### config.mk
export PLATFORM = sky130hd
export DESIGN_NAME = cbtc_top
export DESIGN_NICKNAME = d
export VERILOG_FILES = /design/src/pkg/cbtc_pkg.sv /design/src/hdl/cbtc_top.sv /design/src/hdl/cbtc_fifo.sv
export SDC_FILE = /design/constraint.sdc
export NUM_CORES = 1
export LEC_CHECK = 0
export BUFFER_PORTS_ARGS = -buffer_cell sky130_fd_sc_hd__buf_2
export CAP_MARGIN = 15
export CELL_PAD_IN_SITES_DETAIL_PLACEMENT = 2
export CELL_PAD_IN_SITES_GLOBAL_PLACEMENT = 2
export CORE_MARGIN = 8
export CORE_UTILIZATION = 45
export DETAILED_ROUTE_END_ITERATION = 10
export PLACE_DENSITY = 0.76
export SYNTH_ARGS = -nofsm -noshare
export SYNTH_HDL_FRONTEND = slang
export SYNTH_HIERARCHICAL = 1
export SYNTH_SLANG_ARGS = --single-unit
### constraint.sdc
create_clock -name i_clk -period 20.6 [get_ports i_clk]
set_clock_uncertainty 0.15 [all_clocks]
set_input_delay 2.06 -clock i_clk [delete_from_list [all_inputs] [get_ports i_clk]]
set_output_delay 2.06 -clock i_clk [all_outputs]
set_load 0.05 [all_outputs]
### src/pkg/cbtc_pkg.sv
package cbtc_pkg;

   // register bus geometry
   localparam int                REG_ADDR_W      = 8;
   localparam int                REG_DATA_W      = 32;

   // register byte offsets
   localparam logic [7:0]        REG_CONFIG      = 8'h00;
   localparam logic [7:0]        REG_CHIRPS      = 8'h04;
   localparam logic [7:0]        REG_ENTRIES     = 8'h08;
   localparam logic [7:0]        REG_UNITS       = 8'h0C;
   localparam logic [7:0]        REG_STATUS      = 8'h10;

   // buffer_general_config field positions
   localparam int                CFG_IFSEL_BIT   = 0;
   localparam int                CFG_ECC_BIT     = 1;
   localparam int                CFG_FSRC_BIT    = 2;
   localparam int                CFG_CSRC_BIT    = 3;
   localparam int                CFG_SWCHIRP_BIT = 4;
   localparam int                CFG_SWFRAME_BIT = 5;
   localparam int                CFG_SRST_BIT    = 6;
   localparam int                CFG_STORE_W     = 7;

   // status field positions
   localparam int                STA_STATE_LSB   = 0;
   localparam int                STA_ECC_BIT     = 4;
   localparam int                STA_RESET_BIT   = 5;
   localparam int                STA_LEVEL_LSB   = 8;
   localparam int                STA_CHIRP_LSB   = 16;

   // reset values
   localparam logic [6:0]        CFG_RESET       = 7'h40;
   localparam logic [15:0]       CHIRPS_RESET    = 16'h0001;
   localparam logic [5:0]        ENTRIES_RESET   = 6'h01;
   localparam logic [15:0]       UNITS_RESET     = 16'h0008;

   // data path geometry
   localparam int                FIFO_W          = 128;
   localparam int                UNIT_W          = 16;
   localparam int                UNITS_PER_WORD  = FIFO_W / UNIT_W;
   localparam int                FIFO_DEPTH      = 8;
   localparam int                MAX_ENTRIES     = 32;

   // sync packet codes toward the protocol engine
   localparam logic [2:0]        SYNC_VS_START   = 3'h0;
   localparam logic [2:0]        SYNC_VS_END     = 3'h1;
   localparam logic [2:0]        SYNC_HS_START   = 3'h2;
   localparam logic [2:0]        SYNC_HS_END     = 3'h3;
   localparam logic [2:0]        SYNC_LONG_HDR   = 3'h4;

   typedef enum logic [3:0] {
      ST_IDLE,
      ST_WAIT_FRAME,
      ST_FRAME_SYNC,
      ST_WAIT_CHIRP,
      ST_LINE_SYNC,
      ST_LONG_HDR,
      ST_DATA,
      ST_LINE_END,
      ST_FRAME_END
   } cbtc_state_t;

endpackage : cbtc_pkg

### src/hdl/cbtc_top.sv
// Behaviour
// - buffer output in 128-bit FIFO, then packetize
// - external data handled in 16-bit units
// - flow control between DMA fill and drain
// - frame-start and chirp-available events advance FSM
// - each chirp kicks DMA, drain fully
// - CSI-2 sequence; LVDS sends data only
// - interface select 0 CSI-2, 1 LVDS
// - FIFO error check enable bit
// - frame source 0 hardware, 1 software
// - chirp source 0 hardware, 1 software
// - write 1 makes software chirp trigger
// - write 1 makes software frame trigger
// - soft reset bit holds controller reset
// - walk entry list per chirp, each frame
`timescale 1ns/100ps
`default_nettype none

module cbtc_top #(
   parameter int FIFO_DEPTH = cbtc_pkg::FIFO_DEPTH
) (
   input  wire logic                              i_clk,
   input  wire logic                              i_reset,
   input  wire logic [cbtc_pkg::REG_ADDR_W-1:0]   i_reg_addr,
   input  wire logic [cbtc_pkg::REG_DATA_W-1:0]   i_reg_wdata,
   input  wire logic                              i_reg_wr,
   input  wire logic                              i_reg_rd,
   output logic      [cbtc_pkg::REG_DATA_W-1:0]   o_reg_rdata,
   input  wire logic                              i_hw_frame_start,
   input  wire logic                              i_hw_chirp_avail,
   output logic                                   o_dma_req,
   input  wire logic                              i_dma_wr_valid,
   input  wire logic [cbtc_pkg::FIFO_W-1:0]       i_dma_wr_data,
   output logic                                   o_dma_wr_ready,
   output logic                                   o_sync_valid,
   output logic      [2:0]                        o_sync_code,
   input  wire logic                              i_sync_ready,
   output logic                                   o_lane_valid,
   output logic      [cbtc_pkg::UNIT_W-1:0]       o_lane_data,
   input  wire logic                              i_lane_ready,
   output logic                                   o_interface_select
);
   import cbtc_pkg::*;

   localparam int LVL_W = $clog2(FIFO_DEPTH + 1);
   localparam int IDX_W = $clog2(UNITS_PER_WORD);

   logic [CFG_STORE_W-1:0] cfg;
   logic [15:0]            chirps_per_frame;
   logic [5:0]             entries_per_chirp;
   logic [15:0]            units_per_entry;
   logic                   sw_chirp_pulse;
   logic                   sw_frame_pulse;
   logic                   ctrl_rst;
   logic                   frame_evt;
   logic                   chirp_evt;
   cbtc_state_t            st;
   logic [15:0]            chirp_cnt;
   logic [5:0]             entry_cnt;
   logic [15:0]            unit_left;
   logic [IDX_W-1:0]       unit_idx;
   logic                   sync_state;
   logic                   sync_done;
   logic [2:0]             next_sync_code;
   logic                   lane_free;
   logic                   lane_load;
   logic                   fifo_pop;
   logic                   fifo_valid;
   logic [FIFO_W-1:0]      fifo_head;
   logic [LVL_W-1:0]       fifo_level;
   logic                   fifo_ecc_err;
   logic                   ecc_err_seen;
   logic                   wr_cfg;
   logic                   last_entry;
   logic                   last_chirp;

   // picks one 16-bit unit out of a FIFO word
   function automatic logic [UNIT_W-1:0] word_unit(input logic [FIFO_W-1:0] w,
                                                   input logic [IDX_W-1:0]  idx);
      return w[idx*UNIT_W +: UNIT_W];
   endfunction : word_unit

   // controller reset is the chip reset or the software hold
   assign ctrl_rst  = i_reset | cfg[CFG_SRST_BIT];
   assign wr_cfg    = i_reg_wr & (i_reg_addr == REG_CONFIG);
   // trigger source muxes; hardware triggers ignored in software mode
   assign frame_evt = cfg[CFG_FSRC_BIT] ? sw_frame_pulse : i_hw_frame_start;
   assign chirp_evt = cfg[CFG_CSRC_BIT] ? sw_chirp_pulse : i_hw_chirp_avail;

   // configuration store, reset only by the chip reset so the hold survives
   always_ff @(posedge i_clk)
   begin
      if (i_reset)
      begin
         cfg               <= CFG_RESET;
         chirps_per_frame  <= CHIRPS_RESET;
         entries_per_chirp <= ENTRIES_RESET;
         units_per_entry   <= UNITS_RESET;
      end
      else if (i_reg_wr)
      begin
         case (i_reg_addr)
            REG_CONFIG:  cfg <= {i_reg_wdata[CFG_SRST_BIT], 2'b00,
                                 i_reg_wdata[CFG_CSRC_BIT:CFG_IFSEL_BIT]};
            REG_CHIRPS:  chirps_per_frame  <= i_reg_wdata[15:0];
            REG_ENTRIES: entries_per_chirp <= i_reg_wdata[5:0];
            REG_UNITS:   units_per_entry   <= i_reg_wdata[15:0];
            default:     ;
         endcase
      end
   end

   // write-one pulses, never stored, so no write of zero is needed
   always_ff @(posedge i_clk)
   begin
      if (i_reset)
      begin
         sw_chirp_pulse <= 1'b0;
         sw_frame_pulse <= 1'b0;
      end
      else
      begin
         sw_chirp_pulse <= wr_cfg & i_reg_wdata[CFG_SWCHIRP_BIT];
         sw_frame_pulse <= wr_cfg & i_reg_wdata[CFG_SWFRAME_BIT];
      end
   end

   // read data stands the cycle after the strobe; unmapped reads zero
   always_ff @(posedge i_clk)
   begin
      if (i_reset)
         o_reg_rdata <= '0;
      else if (i_reg_rd)
      begin
         o_reg_rdata <= '0;
         case (i_reg_addr)
            REG_CONFIG:  o_reg_rdata[CFG_STORE_W-1:0] <= cfg;
            REG_CHIRPS:  o_reg_rdata[15:0] <= chirps_per_frame;
            REG_ENTRIES: o_reg_rdata[5:0]  <= entries_per_chirp;
            REG_UNITS:   o_reg_rdata[15:0] <= units_per_entry;
            REG_STATUS:
            begin
               o_reg_rdata[STA_STATE_LSB +: 4]     <= st;
               o_reg_rdata[STA_ECC_BIT]            <= ecc_err_seen;
               o_reg_rdata[STA_RESET_BIT]          <= ctrl_rst;
               o_reg_rdata[STA_LEVEL_LSB +: LVL_W] <= fifo_level;
               o_reg_rdata[STA_CHIRP_LSB +: 16]    <= chirp_cnt;
            end
            default:     o_reg_rdata <= '0;
         endcase
      end
      else
         o_reg_rdata <= '0;
   end

   // lane routing is only meaningful when fixed during the reset hold
   always_ff @(posedge i_clk)
   begin
      if (i_reset)
         o_interface_select <= 1'b0;
      else
         o_interface_select <= cfg[CFG_IFSEL_BIT];
   end

   // sticky error flag; cleared by the controller reset
   always_ff @(posedge i_clk)
   begin
      if (ctrl_rst)
         ecc_err_seen <= 1'b0;
      else if (fifo_ecc_err)
         ecc_err_seen <= 1'b1;
   end

   // sync steps finish at once in LVDS, after the engine's ready in CSI-2
   assign sync_state = (st == ST_FRAME_SYNC) || (st == ST_LINE_SYNC) ||
                       (st == ST_LONG_HDR) || (st == ST_LINE_END) || (st == ST_FRAME_END);
   assign sync_done  = sync_state & (cfg[CFG_IFSEL_BIT] | (o_sync_valid & i_sync_ready));
   assign last_entry = ({26'h0, entry_cnt} + 32'h1) >= {26'h0, entries_per_chirp};
   assign last_chirp = ({16'h0, chirp_cnt} + 32'h1) >= {16'h0, chirps_per_frame};

   always_comb
   begin
      case (st)
         ST_FRAME_SYNC: next_sync_code = SYNC_VS_START;
         ST_LINE_SYNC:  next_sync_code = SYNC_HS_START;
         ST_LONG_HDR:   next_sync_code = SYNC_LONG_HDR;
         ST_LINE_END:   next_sync_code = SYNC_HS_END;
         default:       next_sync_code = SYNC_VS_END;
      endcase
   end

   // sync packet request toward the protocol engine, CSI-2 only
   always_ff @(posedge i_clk)
   begin
      if (ctrl_rst)
      begin
         o_sync_valid <= 1'b0;
         o_sync_code  <= SYNC_VS_START;
      end
      else
      begin
         o_sync_valid <= sync_state & ~cfg[CFG_IFSEL_BIT] & ~sync_done;
         o_sync_code  <= next_sync_code;
      end
   end

   // controller sequence; held idle and deaf while in reset
   always_ff @(posedge i_clk)
   begin
      if (ctrl_rst)
      begin
         st        <= ST_IDLE;
         chirp_cnt <= '0;
         entry_cnt <= '0;
         o_dma_req <= 1'b0;
      end
      else
      begin
         o_dma_req <= 1'b0;
         case (st)
            ST_IDLE:       st <= ST_WAIT_FRAME;
            ST_WAIT_FRAME:
               if (frame_evt)
               begin
                  chirp_cnt <= '0;
                  st        <= ST_FRAME_SYNC;
               end
            ST_FRAME_SYNC:
               if (sync_done)
                  st <= ST_WAIT_CHIRP;
            ST_WAIT_CHIRP:
               if (chirp_evt)
               begin
                  o_dma_req <= 1'b1;
                  entry_cnt <= '0;
                  st        <= ST_LINE_SYNC;
               end
            ST_LINE_SYNC:
               if (sync_done)
                  st <= ST_LONG_HDR;
            ST_LONG_HDR:
               if (sync_done)
                  st <= ST_DATA;
            ST_DATA:
               if (unit_left == '0 && lane_free)
                  st <= ST_LINE_END;
            ST_LINE_END:
               if (sync_done)
               begin
                  if (!last_entry)
                  begin
                     entry_cnt <= entry_cnt + 6'h01;
                     st        <= ST_LINE_SYNC;
                  end
                  else if (!last_chirp)
                  begin
                     chirp_cnt <= chirp_cnt + 16'h0001;
                     st        <= ST_WAIT_CHIRP;
                  end
                  else
                     st <= ST_FRAME_END;
               end
            ST_FRAME_END:
               if (sync_done)
                  st <= ST_WAIT_FRAME;
            default:       st <= ST_IDLE;
         endcase
      end
   end

   // drain unit by unit; a partly used last word is dropped at entry end
   assign lane_free = ~o_lane_valid | i_lane_ready;
   assign lane_load = (st == ST_DATA) & (unit_left != '0) & fifo_valid & lane_free;
   assign fifo_pop  = lane_load &
                      ((unit_idx == IDX_W'(UNITS_PER_WORD - 1)) || (unit_left == 16'h0001));

   always_ff @(posedge i_clk)
   begin
      if (ctrl_rst)
      begin
         unit_left <= '0;
         unit_idx  <= '0;
      end
      else if (st == ST_LONG_HDR)
      begin
         unit_left <= units_per_entry;
         unit_idx  <= '0;
      end
      else if (lane_load)
      begin
         unit_left <= unit_left - 16'h0001;
         unit_idx  <= fifo_pop ? '0 : unit_idx + IDX_W'(1);
      end
   end

   // lane output register; held while the lanes stall
   always_ff @(posedge i_clk)
   begin
      if (ctrl_rst)
      begin
         o_lane_valid <= 1'b0;
         o_lane_data  <= '0;
      end
      else if (lane_free)
      begin
         o_lane_valid <= lane_load;
         if (lane_load)
            o_lane_data <= word_unit(fifo_head, unit_idx);
      end
   end

   cbtc_fifo #(
      .WIDTH  (FIFO_W),
      .DEPTH  (FIFO_DEPTH),
      .UNIT_W (UNIT_W),
      .LVL_W  (LVL_W)
   ) u_fifo (
      .i_clk      (i_clk),
      .i_reset    (ctrl_rst),
      .i_ecc_en   (cfg[CFG_ECC_BIT]),
      .i_wr_valid (i_dma_wr_valid),
      .i_wr_data  (i_dma_wr_data),
      .o_wr_ready (o_dma_wr_ready),
      .o_rd_valid (fifo_valid),
      .o_rd_data  (fifo_head),
      .i_rd_pop   (fifo_pop),
      .o_level    (fifo_level),
      .o_ecc_err  (fifo_ecc_err)
   );
endmodule : cbtc_top

`default_nettype wire

### src/hdl/cbtc_fifo.sv
`timescale 1ns/100ps
`default_nettype none

module cbtc_fifo #(
   parameter int WIDTH  = cbtc_pkg::FIFO_W,
   parameter int DEPTH  = cbtc_pkg::FIFO_DEPTH,
   parameter int UNIT_W = cbtc_pkg::UNIT_W,
   parameter int LVL_W  = $clog2(DEPTH + 1)
) (
   input  wire logic               i_clk,
   input  wire logic               i_reset,
   input  wire logic               i_ecc_en,
   input  wire logic               i_wr_valid,
   input  wire logic [WIDTH-1:0]   i_wr_data,
   output logic                    o_wr_ready,
   output logic                    o_rd_valid,
   output logic      [WIDTH-1:0]   o_rd_data,
   input  wire logic               i_rd_pop,
   output logic      [LVL_W-1:0]   o_level,
   output logic                    o_ecc_err
);
   import cbtc_pkg::*;

   localparam int NU    = WIDTH / UNIT_W;
   localparam int PTR_W = (DEPTH > 1) ? $clog2(DEPTH) : 1;

   logic [WIDTH-1:0] mem    [DEPTH];
   logic [NU-1:0]    par    [DEPTH];
   logic [PTR_W-1:0] wr_ptr;
   logic [PTR_W-1:0] rd_ptr;
   logic             do_wr;
   logic             do_rd;
   logic [LVL_W-1:0] next_level;

   // one parity bit per 16-bit unit, computed on fill and on drain
   function automatic logic [NU-1:0] unit_parity(input logic [WIDTH-1:0] w);
      logic [NU-1:0] p;
      p = '0;
      for (int k = 0; k < NU; k++)
         p[k] = ^w[k*UNIT_W +: UNIT_W];
      return p;
   endfunction : unit_parity

   function automatic logic [PTR_W-1:0] ptr_inc(input logic [PTR_W-1:0] p);
      return (p == PTR_W'(DEPTH - 1)) ? '0 : p + PTR_W'(1);
   endfunction : ptr_inc

   // ready is a flop so the filling side sees back-pressure cleanly
   assign do_wr      = i_wr_valid & o_wr_ready;
   assign do_rd      = i_rd_pop & o_rd_valid;
   assign next_level = o_level + LVL_W'(do_wr) - LVL_W'(do_rd);
   assign o_rd_data  = mem[rd_ptr];

   // storage
   always_ff @(posedge i_clk)
   begin
      if (do_wr)
      begin
         mem[wr_ptr] <= i_wr_data;
         par[wr_ptr] <= unit_parity(i_wr_data);
      end
   end

   // pointers, level and flags
   always_ff @(posedge i_clk)
   begin
      if (i_reset)
      begin
         wr_ptr     <= '0;
         rd_ptr     <= '0;
         o_level    <= '0;
         o_wr_ready <= 1'b1;
         o_rd_valid <= 1'b0;
      end
      else
      begin
         if (do_wr)
            wr_ptr <= ptr_inc(wr_ptr);
         if (do_rd)
            rd_ptr <= ptr_inc(rd_ptr);
         o_level    <= next_level;
         o_wr_ready <= (next_level != LVL_W'(DEPTH));
         o_rd_valid <= (next_level != '0);
      end
   end

   // check only when protection is switched on
   always_ff @(posedge i_clk)
   begin
      if (i_reset)
         o_ecc_err <= 1'b0;
      else
         o_ecc_err <= do_rd & i_ecc_en & (unit_parity(mem[rd_ptr]) != par[rd_ptr]);
   end
endmodule : cbtc_fifo

`default_nettype wire

Yosys cells after proc, flatten, opt, wreduce, memory -nomap -nowiden --
Memory sizes are Yosys's and may differ from the RTL's. A register that Yosys moved wholly into a read port is not among the register bits. Cells that the tools add are included.
Word-level totals: bits in registers 159, RAM bits 1088, input bits 177, output and inout bits 56, word-level logic and storage cells 176, memories kept 2
Operators by class: add/sub/neg operators 10, magnitude comparators 2, eq/ne operators 29, shift operators 1, mux-type cells 40, bitwise operators 24, reduce and logical (&&, ||, !) cells 42
Memories:
- u_fifo.mem | words 8, bits a word 128, rd ports 1, clocked after Yosys merged registers in 1, wr ports 1, RTL line cbtc_fifo.sv:27 | logic [WIDTH-1:0] mem [DEPTH];
- u_fifo.par | words 8, bits a word 8, rd ports 1, clocked after Yosys merged registers in 1, wr ports 1, RTL line cbtc_fifo.sv:28 | logic [NU-1:0] par [DEPTH];
Operator list (number):
- 16-bit XOR reduction | 16
- 128-bit by 8-bit variable part select with 16-bit output | 1
- 16-bit two-way mux | 6
- 4-bit two-way mux | 10
- 4-bit case mux with 9 select lines | 1
- 16-bit case mux with 2 select lines | 1
- 6-bit case mux with 5 select lines | 1
- 2-bit != test (second input constant) | 11
- 3-bit two-way mux | 7
- 6-bit two-way mux | 3
- 16-bit by 1-bit adder with 17-bit output (second input constant) | 1
- 17-bit by 16-bit greater-or-equal comparator with 1-bit output | 1
- 16-bit by 1-bit adder with 16-bit output (second input constant) | 1
- 16-bit by 1-bit equality test with 1-bit output (second input constant) | 1
- 4-bit by 3-bit equality test with 1-bit output (second input constant) | 4
- 8-bit by 4-bit equality test with 1-bit output (second input constant) | 2
- 16-bit zero test | 1
- 16-bit nonzero test | 1
- 16-bit by 1-bit subtractor with 16-bit output (second input constant) | 1
- 1-bit bitwise AND | 15
- 3-bit case mux with 4 select lines | 1
- 4-bit case mux with 3 select lines | 1
- 6-bit case mux with 2 select lines | 1
- 2-bit AND reduction | 5
- other kinds (31) | 55

Longest topological paths before layout --
word-level depth 8, gate-level depth with buffers 18

Cells and area by module --
The synthesis kept the hierarchy.
Modules (own cells, without submodules):
- cbtc_fifo | times used 1, cells each 1969, area each 44397.6 um^2
- cbtc_top | times used 1, cells each 882, area each 7928.9 um^2

Worst setup path after synthesis --
No wires, ideal clock.
path kind input to register, start point in i_dma_wr_valid, end point mem u_fifo/mem[0][0] in the netlist's numbering (enable), setup time 0.969 ns, arrival time 15.115 ns, data required time 19.481 ns, path slack 4.365 ns, stages on the path 2, buffers on the path 0, cell sequence nand2_1 nor4_1
Between the ends: cells in the longest elaborated chain, start to end 3
Ends and longest elaborated chain:
- from (decl) | RTL line cbtc_top.sv:32 | input wire logic i_dma_wr_valid,
- 1-bit bitwise AND | RTL line cbtc_fifo.sv:49 | assign do_wr = i_wr_valid & o_wr_ready;
- 1-bit two-way mux | RTL line cbtc_fifo.sv:57 | if (do_wr)
- 1-bit two-way mux (implied by the code) | RTL line cbtc_fifo.sv:59 | mem[wr_ptr] <= i_wr_data;
- to (decl) | RTL line cbtc_fifo.sv:27
No other way between the ends.

==> flow_metrics.py <==
metrics = {
    "status": {
        "status": "complete, no violations",
    },
    "worst_setup_path": {
        "criticalPathCategory": "flop to flop",
        "reg2reg_slack_ns": 14.29,
        "start_kind": "flop",
        "worstPathRequired_ns": 21.05,
        "worst-path-max-fanout": 68,
        "arrival_ns": 6.77,
        "worstReg2RegEnd": "u_fifo/o_ecc_err$_SDFF_PP0_",
        "ff2ff_path_depth": 11,
        "worst_setup_path_end_kind": "flop",
    },
    "synth": {
        "yosysMostFrequentCell": "edfxtp_1",
        "synth.area.top_cells": "edfxtp_1 62%, mux4_2 10%, dfxtp_1 6.2%",
        "synth_edf_count": 1088,
        "ys_types": 82,
        "synth_nets": 3065,
        "ys_seq_area_share_pct": 68.64,
        "ys_async_sr_fraction_pct": 0,
        "yosys.area.top_type": "edfxtp_1",
        "syn-instance-count": 2851,
        "ys_ff_latch": 1250,
        "synth_top_area_share_pct": 62.44,
        "synth_commonest_cells": "1088 x edfxtp_1, 239 x mux4_2, 170 x xnor2_1, 162 x dfxtp_1, 154 x nand2_1",
        "syn_avg_cell_area_sq_um": 18.35,
        "syn_area_sq_mm": 0.05233,
        "synth_warnings": 6,
        "synth_flop_cell": "edfxtp_1",
    },
    "global_routing": {
        "grt_util_all_layers_pct": 24.29,
        "grt_pass1_vias": 30810,
        "antenna_found_initial": 44,
        "grt_max_degree": 113,
        "grt_pass1_wl_mm": 225.1,
        "globalRouteOverflowTotal": 0,
    },
    "power": {
        "leakage_nw": 18.80,
        "p_per_area_mw_per_mm2": 93.70,
        "irDropWorstVdd_mv": 0.08344,
    },
    "layout": {
        "finalCoreUtilization_pct": 50.83,
        "area_delta_synth_final_pct": 12.43,
        "final_cell_area_sq_mm": 0.05883,
        "nNetsFinal": 3314,
        "stdcell_count": 4748,
        "drive_above_1_share_pct": 25.94,
    },
    "detailed_routing": {
        "drtIter0Drc": 2199,
        "wl_per_cell_um": 33.12,
        "drc": 0,
        "first_pass_iters": 5,
        "post_drt_via_cell_ratio": 5.962,
        "dr_total_vias": 28310,
        "antenna_left": 0,
        "wirelength_mm": 157.2,
    },
    "cts": {
        "cts_sinks": 1250,
        "cts_buffers": 135,
        "clkLatencyLatePin_ns": 0.75,
        "cts_tree": "done",
        "cts_hold_buffers": 0,
        "clk_path_buf_depth": 3,
        "cts_resized": 0,
        "path_clk_slew_ns": 0.06,
        "postCtsSetupBuffers": 0,
        "htreeDepth": 4,
        "cts-root-buf": "clkbuf_16",
    },
    "floorplanning": {
        "start_util_pct": 45.21,
        "rows": 125,
        "dieArea_sq_mm": 0.1274,
        "core_sq_mm": 0.1157,
        "die_w_um": 357,
        "pin_count": 233,
        "die_y_um": 357,
    },
    "timing": {
        "slew_violations": 0,
        "fin_crit_sh_pct": 30.65,
        "rsz0062_at_grt": "no",
        "tightest_slew_ns": 1.174,
        "setup_viol": 0,
        "setup_slack_ns": 14.29,
        "max_freq_mhz": 158.4,
        "min_period_ns": 6.315,
        "final.setup.tns_ns": 0,
        "final_hold_viol_count": 0,
        "relSlewSlack_pct": 21.76,
    },
    "hold_path": {
        "hold_path_class": "flop to flop",
        "min_from": "chirps_per_frame[4]$_SDFFE_PP0P_",
        "min_to": "chirps_per_frame[4]$_SDFFE_PP0P_",
        "worstHoldPathCells": 2,
    },
    "placed_design": {
        "place_area_sq_mm": 0.05463,
        "dp_cells": 4486,
        "dp_slack_ns": 14.45,
        "routabilityCongestion": 0.7847,
        "io_buffers": 216,
        "hpwl_mm": 100.1,
    },
    "run": {
        "maxCapViolCount": 0,
    },
}
-- layout by cell type (no fill, tap or decap), types with 24 or more instances in the layout --
| cell | n |
|---|---|
| edfxtp_1 | 1088 |
| mux4_2 | 239 |
| buf_2 | 216 |
| xnor2_1 | 170 |
| dfxtp_1 | 157 |
| nand2_1 | 154 |
| clkbuf_16 | 142 |
| mux2i_1 | 122 |
| mux2_2 | 88 |
| nor2_1 | 80 |
| a21oi_1 | 57 |
| xor2_1 | 49 |
| clkbuf_1 | 40 |
| ha_1 | 36 |
| inv_1 | 35 |
| nand3_1 | 34 |
| a22oi_1 | 34 |
| buf_4 | 34 |
| o21a_1 | 32 |
| mux4_1 | 29 |
| o21ai_0 | 26 |
| clkinv_1 | 24 |
| xnor3_1 | 24 |
-- stage by stage --
stage | hold WS [ns] | power (W)
finish | 0.3188 | 0.005512
global route | 0.3389 | 0.005648
CTS | 0.3211 | 0.005552
detailed placement | 0.3137 | 0.003228
global placement | 0.2933 | 0.003192
floorplan | 0.2614 | 0.003073
-- per-layer routing --
metal	track usage (%)	up-vias	wire length, um
met4	6.829	14	3797
met2	41.81	951	80180
met1	31.49	15240	63850
met5	0	-	85
met3	4.688	237	9327
li1	-	11870	-
-- flip-flops by register name, summed over array words and instances, names as in the netlist, 3 cells and up, named ones only --
register,count
entries_per_chirp,6
u_fifo/o_level,4
o_lane_data,16
u_fifo/par,64
u_fifo/mem,1024
units_per_entry,16
u_fifo/wr_ptr,3
unit_left,16
cfg,5
chirp_cnt,16
st,4
o_sync_code,3
entry_cnt,6
unit_idx,3
o_reg_rdata,32
chirps_per_frame,16
u_fifo/rd_ptr,3
-- final cells by class --
type / count / area (sq um)
fill: 10270 / 56900
clock inverter: 59 / 400.4
antenna: 17 / 42.54
sequential: 1250 / 35930
multi-input combinational: 1420 / 15220
tap: 1524 / 1907
inverter: 37 / 138.9
timing repair buffer: 256 / 1448
clock buffer: 185 / 3745
-- report_power, final --
group / internal (W) / switching, W / leakage [nW]
registers: 0.00280 / 0.00000757 / 11.2
logic: 0.000143 / 0.000231 / 5.59
clock network: 0.00131 / 0.00101 / 2.02
-- cells by family after synthesis --
group           count (synthesis)  synth area share, %
flops                        1250                68.64
mux                           478                15.97
simple gates                  400                3.701
compound gates                257                3.536
xor+xnor                      248                4.854
buf+inv                       181                2.403
fa+ha+maj                      37               0.8991
-- worst max path at each step --
stage	from	end	slack, ns	cells past startpoint
floorplan	i_dma_wr_valid	u_fifo/mem[0][0]$_DFFE_PP_	4.37	2
global placement	flop	u_fifo/o_ecc_err$_SDFF_PP0_	14.66	11
detailed placement	flop	u_fifo/o_ecc_err$_SDFF_PP0_	14.45	11
CTS	flop	u_fifo/o_ecc_err$_SDFF_PP0_	14.32	11
global route	flop	u_fifo/o_ecc_err$_SDFF_PP0_	14.03	11
finish	flop	u_fifo/o_ecc_err$_SDFF_PP0_	14.29	11
-- worst max-delay path, stage by stage (launching register included) --
cell,delay [ns]
dfxtp_4,0.35
buf_4,0.73
buf_4,0.86
buf_4,0.87
nor2_4,0.41
a22oi_1,0.36
o21a_1,0.21
xnor2_1,0.18
xnor2_1,0.45
xnor3_1,0.47
nor4_2,0.70
a2111oi_2,0.17
No activity file was read; power rests on OpenSTA's default activity.
